--- src/rtl/lsp_pkg.sv ---
// Package: constants for the LCD-shared I/O port multiplexer
`default_nettype none

package lsp_pkg;

    // ==========================================================
    // Bus geometry
    // ==========================================================
    localparam int LSP_ADDR_W = 18;                 // Byte address width
    localparam int LSP_DATA_W = 32;                 // APB data width
    localparam int LSP_REG_W  = 8;                  // Register width

    // ==========================================================
    // Register indices (byte address = 4 x index)
    // ==========================================================
    localparam logic [15:0] LSP_IDX_P8_DATA  = 16'hffdb;  // Port 8 data
    localparam logic [15:0] LSP_IDX_P8_DIR   = 16'hffeb;  // Port 8 direction
    localparam logic [15:0] LSP_IDX_PA_DATA  = 16'hffdd;  // Port A data
    localparam logic [15:0] LSP_IDX_PA_DIR   = 16'hffed;  // Port A direction
    localparam logic [15:0] LSP_IDX_LCD_CTRL = 16'hffc0;  // LCD port control
    localparam logic [15:0] LSP_IDX_PWR_MODE = 16'hffc1;  // Operating mode

    localparam logic [17:0] LSP_ADDR_P8_DATA  = {LSP_IDX_P8_DATA, 2'b00};
    localparam logic [17:0] LSP_ADDR_P8_DIR   = {LSP_IDX_P8_DIR, 2'b00};
    localparam logic [17:0] LSP_ADDR_PA_DATA  = {LSP_IDX_PA_DATA, 2'b00};
    localparam logic [17:0] LSP_ADDR_PA_DIR   = {LSP_IDX_PA_DIR, 2'b00};
    localparam logic [17:0] LSP_ADDR_LCD_CTRL = {LSP_IDX_LCD_CTRL, 2'b00};
    localparam logic [17:0] LSP_ADDR_PWR_MODE = {LSP_IDX_PWR_MODE, 2'b00};

    // ==========================================================
    // Reset values and fixed bits
    // ==========================================================
    localparam logic [7:0] LSP_P8_RESET    = 8'h00;   // Port 8 data and direction
    localparam logic [7:0] LSP_PA_RESET    = 8'hf0;   // Port A data and direction
    localparam logic [7:0] LSP_PA_FIXED    = 8'hf0;   // Unused port A bits, read 1
    localparam logic [7:0] LSP_PA_MASK     = 8'h0f;   // Live port A bits
    localparam logic [7:0] LSP_DIR_READ    = 8'hff;   // Write-only direction reads
    localparam logic [7:0] LSP_LCD_RESET   = 8'h00;   // LCD port control
    localparam logic [7:0] LSP_LCD_MASK    = 8'h1f;   // Implemented control bits

    // ==========================================================
    // LCD port control field layout
    // ==========================================================
    localparam int LSP_SGS_LSB = 0;                 // Segment select field
    localparam int LSP_SGS_W   = 4;
    localparam int LSP_SGX_BIT = 4;                 // Interface select bit

    // ==========================================================
    // Pin layout
    // ==========================================================
    localparam int LSP_P8_PINS   = 7;               // Port 8 pins 6..0 handled here
    localparam int LSP_P8_IF_LSB = 4;               // First pin with interface use
    localparam int LSP_PA_PINS   = 4;               // Port A pins 3..0

    // ==========================================================
    // Operating modes
    // ==========================================================
    typedef enum logic [2:0] {
        LSP_MODE_ACTIVE    = 3'h0,
        LSP_MODE_SUBACTIVE = 3'h1,
        LSP_MODE_SLEEP     = 3'h2,
        LSP_MODE_SUBSLEEP  = 3'h3,
        LSP_MODE_WATCH     = 3'h4,
        LSP_MODE_STANDBY   = 3'h5
    } lsp_mode_t;

endpackage : lsp_pkg

`default_nettype wire

--- src/rtl/lsp_sync.sv ---
// Two-flop synchroniser for pad input levels
`default_nettype none

module lsp_sync #(
    parameter int W = 1                     // Number of bits
) (
    input  wire logic         clk,
    input  wire logic         rst_n,
    input  wire logic [W-1:0] async_in,
    output logic      [W-1:0] sync_out
);

    // ==========================================================
    // Stages
    // ==========================================================
    logic [W-1:0] meta_q;                   // First stage, read only by second
    logic [W-1:0] meta_d;
    logic [W-1:0] sync_q;                   // Second stage, safe to use
    logic [W-1:0] sync_d;

    // Next values: shift one stage per clock
    always_comb begin
        meta_d = async_in;
        sync_d = meta_q;
    end

    // Registers
    always_ff @(posedge clk or negedge rst_n) begin
        if (!rst_n) begin
            meta_q <= '0;
            sync_q <= '0;
        end else begin
            meta_q <= meta_d;
            sync_q <= sync_d;
        end
    end

    assign sync_out = sync_q;

endmodule : lsp_sync

`default_nettype wire

--- src/rtl/lsp_port_mux.sv ---
// Top: APB registers and pad multiplexer for the LCD-shared I/O ports
`default_nettype none

module lsp_port_mux
    import lsp_pkg::*;
(
    // APB slave
    input  wire logic        pclk,
    input  wire logic        presetn,
    input  wire logic        psel,
    input  wire logic        penable,
    input  wire logic        pwrite,
    input  wire logic [17:0] paddr,
    input  wire logic [31:0] pwdata,
    input  wire logic [3:0]  pstrb,
    output logic      [31:0] prdata,
    output logic             pready,
    output logic             pslverr,
    // LCD controller side
    input  wire logic [6:0]  lcd_column_drive,
    input  wire logic        lcd_shift_pulse,
    input  wire logic        lcd_serial_data,
    input  wire logic        lcd_polarity,
    input  wire logic [3:0]  lcd_backplane,
    // Port 8 pads, pins 6..0
    input  wire logic [6:0]  port8_pin_in,
    output logic      [6:0]  port8_pin_out,
    output logic      [6:0]  port8_pin_oe,
    // Port A pads, pins 3..0
    input  wire logic [3:0]  port_a_pin_in,
    output logic      [3:0]  port_a_pin_out,
    output logic      [3:0]  port_a_pin_oe
);

    // ==========================================================
    // Pad input synchronisers
    // ==========================================================
    logic [6:0] p8_pin_s;                   // Port 8 levels, in pclk domain
    logic [3:0] pa_pin_s;                   // Port A levels, in pclk domain

    // Pads are asynchronous to pclk, so two flops first
    lsp_sync #(
        .W        (LSP_P8_PINS)
    ) u_sync_p8 (
        .clk      (pclk),
        .rst_n    (presetn),
        .async_in (port8_pin_in),
        .sync_out (p8_pin_s)
    );

    lsp_sync #(
        .W        (LSP_PA_PINS)
    ) u_sync_pa (
        .clk      (pclk),
        .rst_n    (presetn),
        .async_in (port_a_pin_in),
        .sync_out (pa_pin_s)
    );

    // ==========================================================
    // APB decode
    // ==========================================================
    logic setup_ph;                         // First cycle of a transfer
    logic access_ph;                        // Completing cycle
    logic sel_p8_data;                      // Address hits
    logic sel_p8_dir;
    logic sel_pa_data;
    logic sel_pa_dir;
    logic sel_lcd;
    logic sel_mode;
    logic addr_hit;                         // Any register hit
    logic wr_en;                            // Write commits this edge

    always_comb begin
        setup_ph    = psel & ~penable;
        access_ph   = psel & penable;
        sel_p8_data = (paddr == LSP_ADDR_P8_DATA);
        sel_p8_dir  = (paddr == LSP_ADDR_P8_DIR);
        sel_pa_data = (paddr == LSP_ADDR_PA_DATA);
        sel_pa_dir  = (paddr == LSP_ADDR_PA_DIR);
        sel_lcd     = (paddr == LSP_ADDR_LCD_CTRL);
        sel_mode    = (paddr == LSP_ADDR_PWR_MODE);
        addr_hit    = sel_p8_data | sel_p8_dir | sel_pa_data
                    | sel_pa_dir | sel_lcd | sel_mode;
        // Only the low byte lane carries register bits
        wr_en       = access_ph & pwrite & pstrb[0];
    end

    // ==========================================================
    // Software registers
    // ==========================================================
    logic [7:0] p8_data_q, p8_data_d;       // Port 8 output data
    logic [7:0] p8_dir_q,  p8_dir_d;        // Port 8 direction, 1 = output
    logic [7:0] pa_data_q, pa_data_d;       // Port A output data
    logic [7:0] pa_dir_q,  pa_dir_d;        // Port A direction, 1 = output
    logic [7:0] lcd_ctrl_q, lcd_ctrl_d;     // Segment select and interface select
    lsp_mode_t  mode_q, mode_d;             // Operating mode

    // Next values: a write lands only on a hit in the access phase
    always_comb begin
        p8_data_d  = p8_data_q;
        p8_dir_d   = p8_dir_q;
        pa_data_d  = pa_data_q;
        pa_dir_d   = pa_dir_q;
        lcd_ctrl_d = lcd_ctrl_q;
        mode_d     = mode_q;
        if (wr_en) begin
            if (sel_p8_data) begin
                p8_data_d = pwdata[7:0];
            end
            if (sel_p8_dir) begin
                p8_dir_d = pwdata[7:0];
            end
            if (sel_pa_data) begin
                // Upper nibble stays at ones whatever is written
                pa_data_d = LSP_PA_FIXED | (pwdata[7:0] & LSP_PA_MASK);
            end
            if (sel_pa_dir) begin
                pa_dir_d = LSP_PA_FIXED | (pwdata[7:0] & LSP_PA_MASK);
            end
            if (sel_lcd) begin
                lcd_ctrl_d = pwdata[7:0] & LSP_LCD_MASK;
            end
            if (sel_mode) begin
                mode_d = lsp_mode_t'(pwdata[2:0]);
            end
        end
    end

    // Registers
    always_ff @(posedge pclk or negedge presetn) begin
        if (!presetn) begin
            p8_data_q  <= LSP_P8_RESET;
            p8_dir_q   <= LSP_P8_RESET;
            pa_data_q  <= LSP_PA_RESET;
            pa_dir_q   <= LSP_PA_RESET;
            lcd_ctrl_q <= LSP_LCD_RESET;
            mode_q     <= LSP_MODE_ACTIVE;
        end else begin
            p8_data_q  <= p8_data_d;
            p8_dir_q   <= p8_dir_d;
            pa_data_q  <= pa_data_d;
            pa_dir_q   <= pa_dir_d;
            lcd_ctrl_q <= lcd_ctrl_d;
            mode_q     <= mode_d;
        end
    end

    // ==========================================================
    // Mode decode from the LCD port control
    // ==========================================================
    logic [3:0] seg_sel;                    // Segment select field
    logic       if_sel;                     // Interface select
    logic       p8_gp;                      // Port 8 in general-purpose use
    logic       pa_gp;                      // Port A in general-purpose use

    always_comb begin
        seg_sel = lcd_ctrl_q[LSP_SGS_LSB +: LSP_SGS_W];
        if_sel  = lcd_ctrl_q[LSP_SGX_BIT];
        // Code 000x: lowest bit is a don't-care
        p8_gp   = (seg_sel[3:1] == 3'b000);
        pa_gp   = (seg_sel == 4'b0000);
    end

    // ==========================================================
    // Per-pin function select, port 8
    // ==========================================================
    logic [6:0] p8_func_out;                // Pad value if functional
    logic [6:0] p8_func_oe;                 // Pad enable if functional
    logic [6:0] p8_rd;                      // Read-back value per pin
    logic [2:0] lcd_if_sig;                 // Interface signals for pins 6..4

    // Pin 4 polarity, pin 5 serial data, pin 6 shift pulse
    assign lcd_if_sig = {lcd_shift_pulse, lcd_serial_data, lcd_polarity};

    for (genvar i = 0; i < LSP_P8_PINS; i++) begin : g_p8
        if (i >= LSP_P8_IF_LSB) begin : g_if
            // Interface select overrides all segment codes
            always_comb begin
                if (if_sel) begin
                    p8_func_out[i] = lcd_if_sig[i-LSP_P8_IF_LSB];
                    p8_func_oe[i]  = 1'b1;
                end else if (p8_gp) begin
                    p8_func_out[i] = p8_data_q[i];
                    p8_func_oe[i]  = p8_dir_q[i];
                end else begin
                    p8_func_out[i] = lcd_column_drive[i];
                    p8_func_oe[i]  = 1'b1;
                end
            end
        end else begin : g_seg
            // These pins ignore the interface select
            always_comb begin
                if (p8_gp) begin
                    p8_func_out[i] = p8_data_q[i];
                    p8_func_oe[i]  = p8_dir_q[i];
                end else begin
                    p8_func_out[i] = lcd_column_drive[i];
                    p8_func_oe[i]  = 1'b1;
                end
            end
        end
        // Output pins read back the latch, input pins the pad
        assign p8_rd[i] = p8_dir_q[i] ? p8_data_q[i] : p8_pin_s[i];
    end

    // ==========================================================
    // Per-pin function select, port A
    // ==========================================================
    logic [3:0] pa_func_out;                // Pad value if functional
    logic [3:0] pa_func_oe;                 // Pad enable if functional
    logic [3:0] pa_rd;                      // Read-back value per pin

    for (genvar j = 0; j < LSP_PA_PINS; j++) begin : g_pa
        // Pad drive honours data and direction only in gpio use; read-back always does
        assign pa_func_out[j] = pa_gp ? pa_data_q[j] : lcd_backplane[j];
        assign pa_func_oe[j]  = pa_gp ? pa_dir_q[j] : 1'b1;
        assign pa_rd[j]       = pa_dir_q[j] ? pa_data_q[j] : pa_pin_s[j];
    end

    // ==========================================================
    // Pad output stage with operating-mode gating
    // ==========================================================
    logic [6:0] p8_out_q, p8_out_d;         // Registered pad drive
    logic [6:0] p8_oe_q,  p8_oe_d;
    logic [3:0] pa_out_q, pa_out_d;
    logic [3:0] pa_oe_q,  pa_oe_d;

    // Next values: sleep states freeze the pads as they were
    always_comb begin
        p8_out_d = p8_func_out;
        p8_oe_d  = p8_func_oe;
        pa_out_d = pa_func_out;
        pa_oe_d  = pa_func_oe;
        case (mode_q)
            LSP_MODE_SLEEP, LSP_MODE_SUBSLEEP, LSP_MODE_WATCH: begin
                p8_out_d = p8_out_q;
                p8_oe_d  = p8_oe_q;
                pa_out_d = pa_out_q;
                pa_oe_d  = pa_oe_q;
            end
            LSP_MODE_STANDBY: begin
                // Float the pads; value kept for a tidy wake-up
                p8_out_d = p8_out_q;
                p8_oe_d  = '0;
                pa_out_d = pa_out_q;
                pa_oe_d  = '0;
            end
            default: begin
                // Active, subactive, and unused codes run normally
                p8_out_d = p8_func_out;
                p8_oe_d  = p8_func_oe;
                pa_out_d = pa_func_out;
                pa_oe_d  = pa_func_oe;
            end
        endcase
    end

    // Registers: reset releases every pad
    always_ff @(posedge pclk or negedge presetn) begin
        if (!presetn) begin
            p8_out_q <= '0;
            p8_oe_q  <= '0;
            pa_out_q <= '0;
            pa_oe_q  <= '0;
        end else begin
            p8_out_q <= p8_out_d;
            p8_oe_q  <= p8_oe_d;
            pa_out_q <= pa_out_d;
            pa_oe_q  <= pa_oe_d;
        end
    end

    assign port8_pin_out  = p8_out_q;
    assign port8_pin_oe   = p8_oe_q;
    assign port_a_pin_out = pa_out_q;
    assign port_a_pin_oe  = pa_oe_q;

    // ==========================================================
    // Read data and response
    // ==========================================================
    logic [7:0]  rd_byte;                   // Selected register view
    logic [31:0] prdata_q, prdata_d;
    logic        slverr_q, slverr_d;

    // Read view of the addressed register
    always_comb begin
        rd_byte = 8'h00;
        if (sel_p8_data) begin
            // Pin 7 lies outside this block; its latch reads back
            rd_byte = {p8_data_q[7], p8_rd};
        end else if (sel_p8_dir) begin
            rd_byte = LSP_DIR_READ;
        end else if (sel_pa_data) begin
            rd_byte = LSP_PA_FIXED | {4'h0, pa_rd};
        end else if (sel_pa_dir) begin
            rd_byte = LSP_DIR_READ;
        end else if (sel_lcd) begin
            rd_byte = lcd_ctrl_q;
        end else if (sel_mode) begin
            rd_byte = {5'h00, mode_q};
        end
    end

    // Capture in the setup cycle so data stands through the access phase
    always_comb begin
        prdata_d = prdata_q;
        slverr_d = slverr_q;
        if (setup_ph) begin
            prdata_d = pwrite ? 32'h0000_0000 : {24'h00_0000, rd_byte};
            slverr_d = ~addr_hit;
        end
    end

    always_ff @(posedge pclk or negedge presetn) begin
        if (!presetn) begin
            prdata_q <= 32'h0000_0000;
            slverr_q <= 1'b0;
        end else begin
            prdata_q <= prdata_d;
            slverr_q <= slverr_d;
        end
    end

    // Zero wait states: every access phase completes at once
    assign pready  = 1'b1;
    assign prdata  = prdata_q;
    assign pslverr = slverr_q & access_ph;

endmodule : lsp_port_mux

`default_nettype wire

--- config.mk ---
export PLATFORM = sky130hd
export DESIGN_NAME = lsp_port_mux
export DESIGN_NICKNAME = d
export VERILOG_FILES = /design/src/rtl/lsp_pkg.sv /design/src/rtl/lsp_sync.sv /design/src/rtl/lsp_port_mux.sv
export SDC_FILE = /design/constraint.sdc
export NUM_CORES = 1
export LEC_CHECK = 0
export BUFFER_PORTS_ARGS = -buffer_cell sky130_fd_sc_hd__buf_2
export CAP_MARGIN = 20
export CORE_ASPECT_RATIO = 2
export CORE_MARGIN = 2
export CORE_UTILIZATION = 53
export DETAILED_ROUTE_END_ITERATION = 7
export PLACE_DENSITY = 0.89
export SLEW_MARGIN = 20
export SYNTH_ARGS = -nofsm -noshare
export SYNTH_HDL_FRONTEND = slang
export SYNTH_SLANG_ARGS = --single-unit
export TNS_END_PERCENT = 30
--- constraint.sdc ---
create_clock -name pclk -period 3.2 [get_ports pclk]
set_input_delay 0.16 -clock pclk [delete_from_list [all_inputs] [get_ports pclk]]
set_output_delay 0.16 -clock pclk [all_outputs]
set_load 0.02 [all_outputs]
==> out/metrics.cfg <==
[power_and_ir_drop]
power.density_nw_per_um2=484
peakVddDrop_uv=374
p_leak_uw=0.00229

[job]
drv_cap=0

[clock_network]
cts_buffers=9
ctsLongestPathBuffers=2
clkLatencyLatePin_ps=340
cts.clk_slew.worst_paths_ps=50
cts_tree=done
cts-root-buf=clkbuf_16
h-tree-depth=3
clock_sinks=84
postCtsSetupRepairBufs=0

[timing]
relSlewSlack=0.510
finalHoldWorstSlack_ps=69.6
slew_violations=0
fin_crit_ps=1840
rsz0062_at_grt=false
clock-skew-final_ps=5.31
fin_tns_setup_ps=0
fmax_mhz=543
hold_viol_final=0
period_share=0.575
setup_viol=0
worst_pin_slew_ps=735

[die]
core_area_sq_um=6890
die_y_um=123
die_x_um=63.5
die_area_sq_um=7800
rows=43
initial_utilization=0.544
io_pins=140

[route]
firstDrtPassIters=4
wl_mm=8.29
avgRoutedWirePerCell_um=16.0
remaining_drc_errors=0
vias_per_cell=5.27
detail-route-antenna-nets=0
vias=2735
drt-initial-drc-count=109

[synth]
yosys_warnings=0
syn-cell-area_sq_um=3750
synth_cell_types=38
synthCells=327
ys_ff_latch=84
avgSynthCellArea_sq_um=11.5
yosysSeqAreaShare=0.561

[place]
place.gp.congestion=0.928
dpl.hpwl_mm=5.94
portBuffers=87

[outcome]
status=completed

[cells_and_area]
nets=509
synthToLayoutAreaGrowth_pct=22.0
antenna_cells=0
drive_above_1_share=0.319

[global_routing]
first_global_vias=2812
use_met1=0.257
overflow=0
grtUsageTotal=0.231
grt_first_pass_wirelength_mm=13.5
grt_busiest_layer=met2
antenna_found_initial=0
met2_usage=0.399
met3_usage=0.0519
grt_max_degree=85

[worst_setup_path]
regToRegStartpoint=lcd_ctrl_q[3]$_DFFE_PN0P_
path_max_fanout=8
rr_endpoint=port_a_pin_out[3]$_DFFE_PN0N_
ff2ff_path_depth=4
arrival_ps=2060
crit_start=paddr[1]
startpoint_type=input pin
end_kind=register
r2r_slack_ps=1400
worstPathRequired_ps=3420
critPathKind=input pin to register

[hold_path]
hold-path-cell-count=2
hold_class=input pin to register
hold_end=p8_data_q[7]$_DFFE_PN0P_
hp-start=pwdata[7]

[layout make-up]
type                    count  area [sq um]
flip-flops and latches     84          2100
inverters                   4          15.0
repair buffers            100           569
clock inverters             2          35.0
well taps                  90           113
fillers                   560          2310
multi-input cells         226          1490
clock buffers              13           250
[worst max path at each step]
stage / slack [ps] / end / cells past startpoint
after floorplan: 1500 / p8_data_q[0]$_DFFE_PN0P_ / 5
after global placement: 1060 / p8_data_q[7]$_DFFE_PN0P_ / 5
after detailed placement: 1000 / p8_data_q[2]$_DFFE_PN0P_ / 5
after CTS: 1360 / p8_data_q[2]$_DFFE_PN0P_ / 5
after global routing: 1230 / port_a_pin_out[3]$_DFFE_PN0N_ / 4
final: 1360 / p8_data_q[6]$_DFFE_PN0P_ / 5
[cell usage in the layout, fill, tap and decap left out, types with 3 or more instances in the layout]
| master | instances |
|---|---|
| buf_2 | 86 |
| nor2_1 | 12 |
| a32o_1 | 3 |
| conb_1 | 25 |
| o21ai_0 | 28 |
| clkbuf_1 | 3 |
| clkbuf_16 | 9 |
| inv_1 | 4 |
| a21oi_1 | 10 |
| mux2_4 | 8 |
| o21ai_1 | 3 |
| nand4_1 | 3 |
| or3_1 | 3 |
| nor3_1 | 8 |
| mux2i_1 | 20 |
| dfrtp_1 | 84 |
| mux2_2 | 24 |
| dlygate4sd3_1 | 12 |
| nand2_1 | 44 |
| and3_1 | 3 |
| nand3_1 | 8 |
[through the flow]
step	area, sq um	utilization	setup WS [ps]	std cells	power (uW)
final	4570	0.664	1360	519	2210
after global routing	4570	0.664	1230	519	2290
after CTS	4560	0.662	1360	518	2220
after global placement	4160	0.604	1060	492	1220
after floorplan	3830	-	1500	350	1170
after detailed placement	4160	0.604	1000	492	1220
[synth_stat cells (all sizes together)]
| cell | instances | share of area |
|---|---|---|
| and2 | 2 | 0.0033 |
| nor2 | 12 | 0.012 |
| a21oi | 10 | 0.013 |
| and3 | 3 | 0.0050 |
| nand4 | 3 | 0.0050 |
| buf | 28 | 0.055 |
| nand4b | 1 | 0.0023 |
| xor2 | 2 | 0.0047 |
| dfrtp | 84 | 0.56 |
| nand2 | 44 | 0.044 |
| conb | 2 | 0.0020 |
| o21ai | 31 | 0.041 |
| a32o | 3 | 0.0080 |
| a31oi | 1 | 0.0017 |
| or2 | 1 | 0.0017 |
| or4b | 1 | 0.0037 |
| nand2b | 2 | 0.0033 |
| or3 | 3 | 0.0050 |
| a32oi | 1 | 0.0023 |
| nor4 | 4 | 0.015 |
| clkbuf | 8 | 0.0080 |
| nand3 | 8 | 0.011 |
| mux2i | 20 | 0.053 |
| and4b | 1 | 0.0027 |
| nor3 | 8 | 0.011 |
| nor2b | 2 | 0.0033 |
| nor4b | 1 | 0.0023 |
| inv | 4 | 0.0040 |
| mux2 | 32 | 0.10 |
| a22o | 2 | 0.0047 |
| a211oi | 2 | 0.0040 |
| xnor2 | 1 | 0.0023 |
[logic make-up (layout without fill, tap and decap cells)]
logic type | after synthesis | count (layout) | share of synthesized area
other | 2 | 25 | 0.00200
flip-flops | 84 | 84 | 0.561
AO/OA/AOI/OAI | 50 | 50 | 0.0754
buffers and inverters | 40 | 119 | 0.0674
AND/OR/NAND/NOR | 96 | 96 | 0.130
multiplexers | 52 | 52 | 0.158
XOR/XNOR | 3 | 3 | 0.00701
[worst max-delay path: stages]
cell and delay (ps):
buf_2 120, or4b_4 550, nor4_4 270, and3_1 600
mux2_4 350
[metal layers]
metal  wire, um  up-vias
met1       2940     1321
met3        432       17
met4        276        0
li1           -     1278
met2       4640      119
met5          0        -
[where the power goes]
group	total [uW]	leakage, uW	switching [uW]	internal [uW]
registers	1080	0.00112	4.69	1080
logic	133	0.00103	87.3	45.9
clock network	998	0.000140	378	620
[state kept, by name, summed over array words and instances, names as in the netlist]
signal,flops
port8_pin_oe,7
prdata,8
port_a_pin_out,4
port8_pin_out,7
p8_dir_q,7
slverr_q,1
u_sync_pa.meta_q,4
port_a_pin_oe,4
u_sync_p8.sync_out,7
pa_dir_q,4
u_sync_pa.sync_out,4
u_sync_p8.meta_q,7
mode_q,3
lcd_ctrl_q,5
p8_data_q,8
pa_data_q,4
[what timing repair did]
| item | CTS | global route |
|---|---|---|
| resized for setup | 0 | 0 |
| hold buffers | 11 | 1 |
| endpoints found under the setup margin | 0 | 0 |
| endpoints found under the hold margin | 11 | 84 |
(Power assumes the default switching activity.)
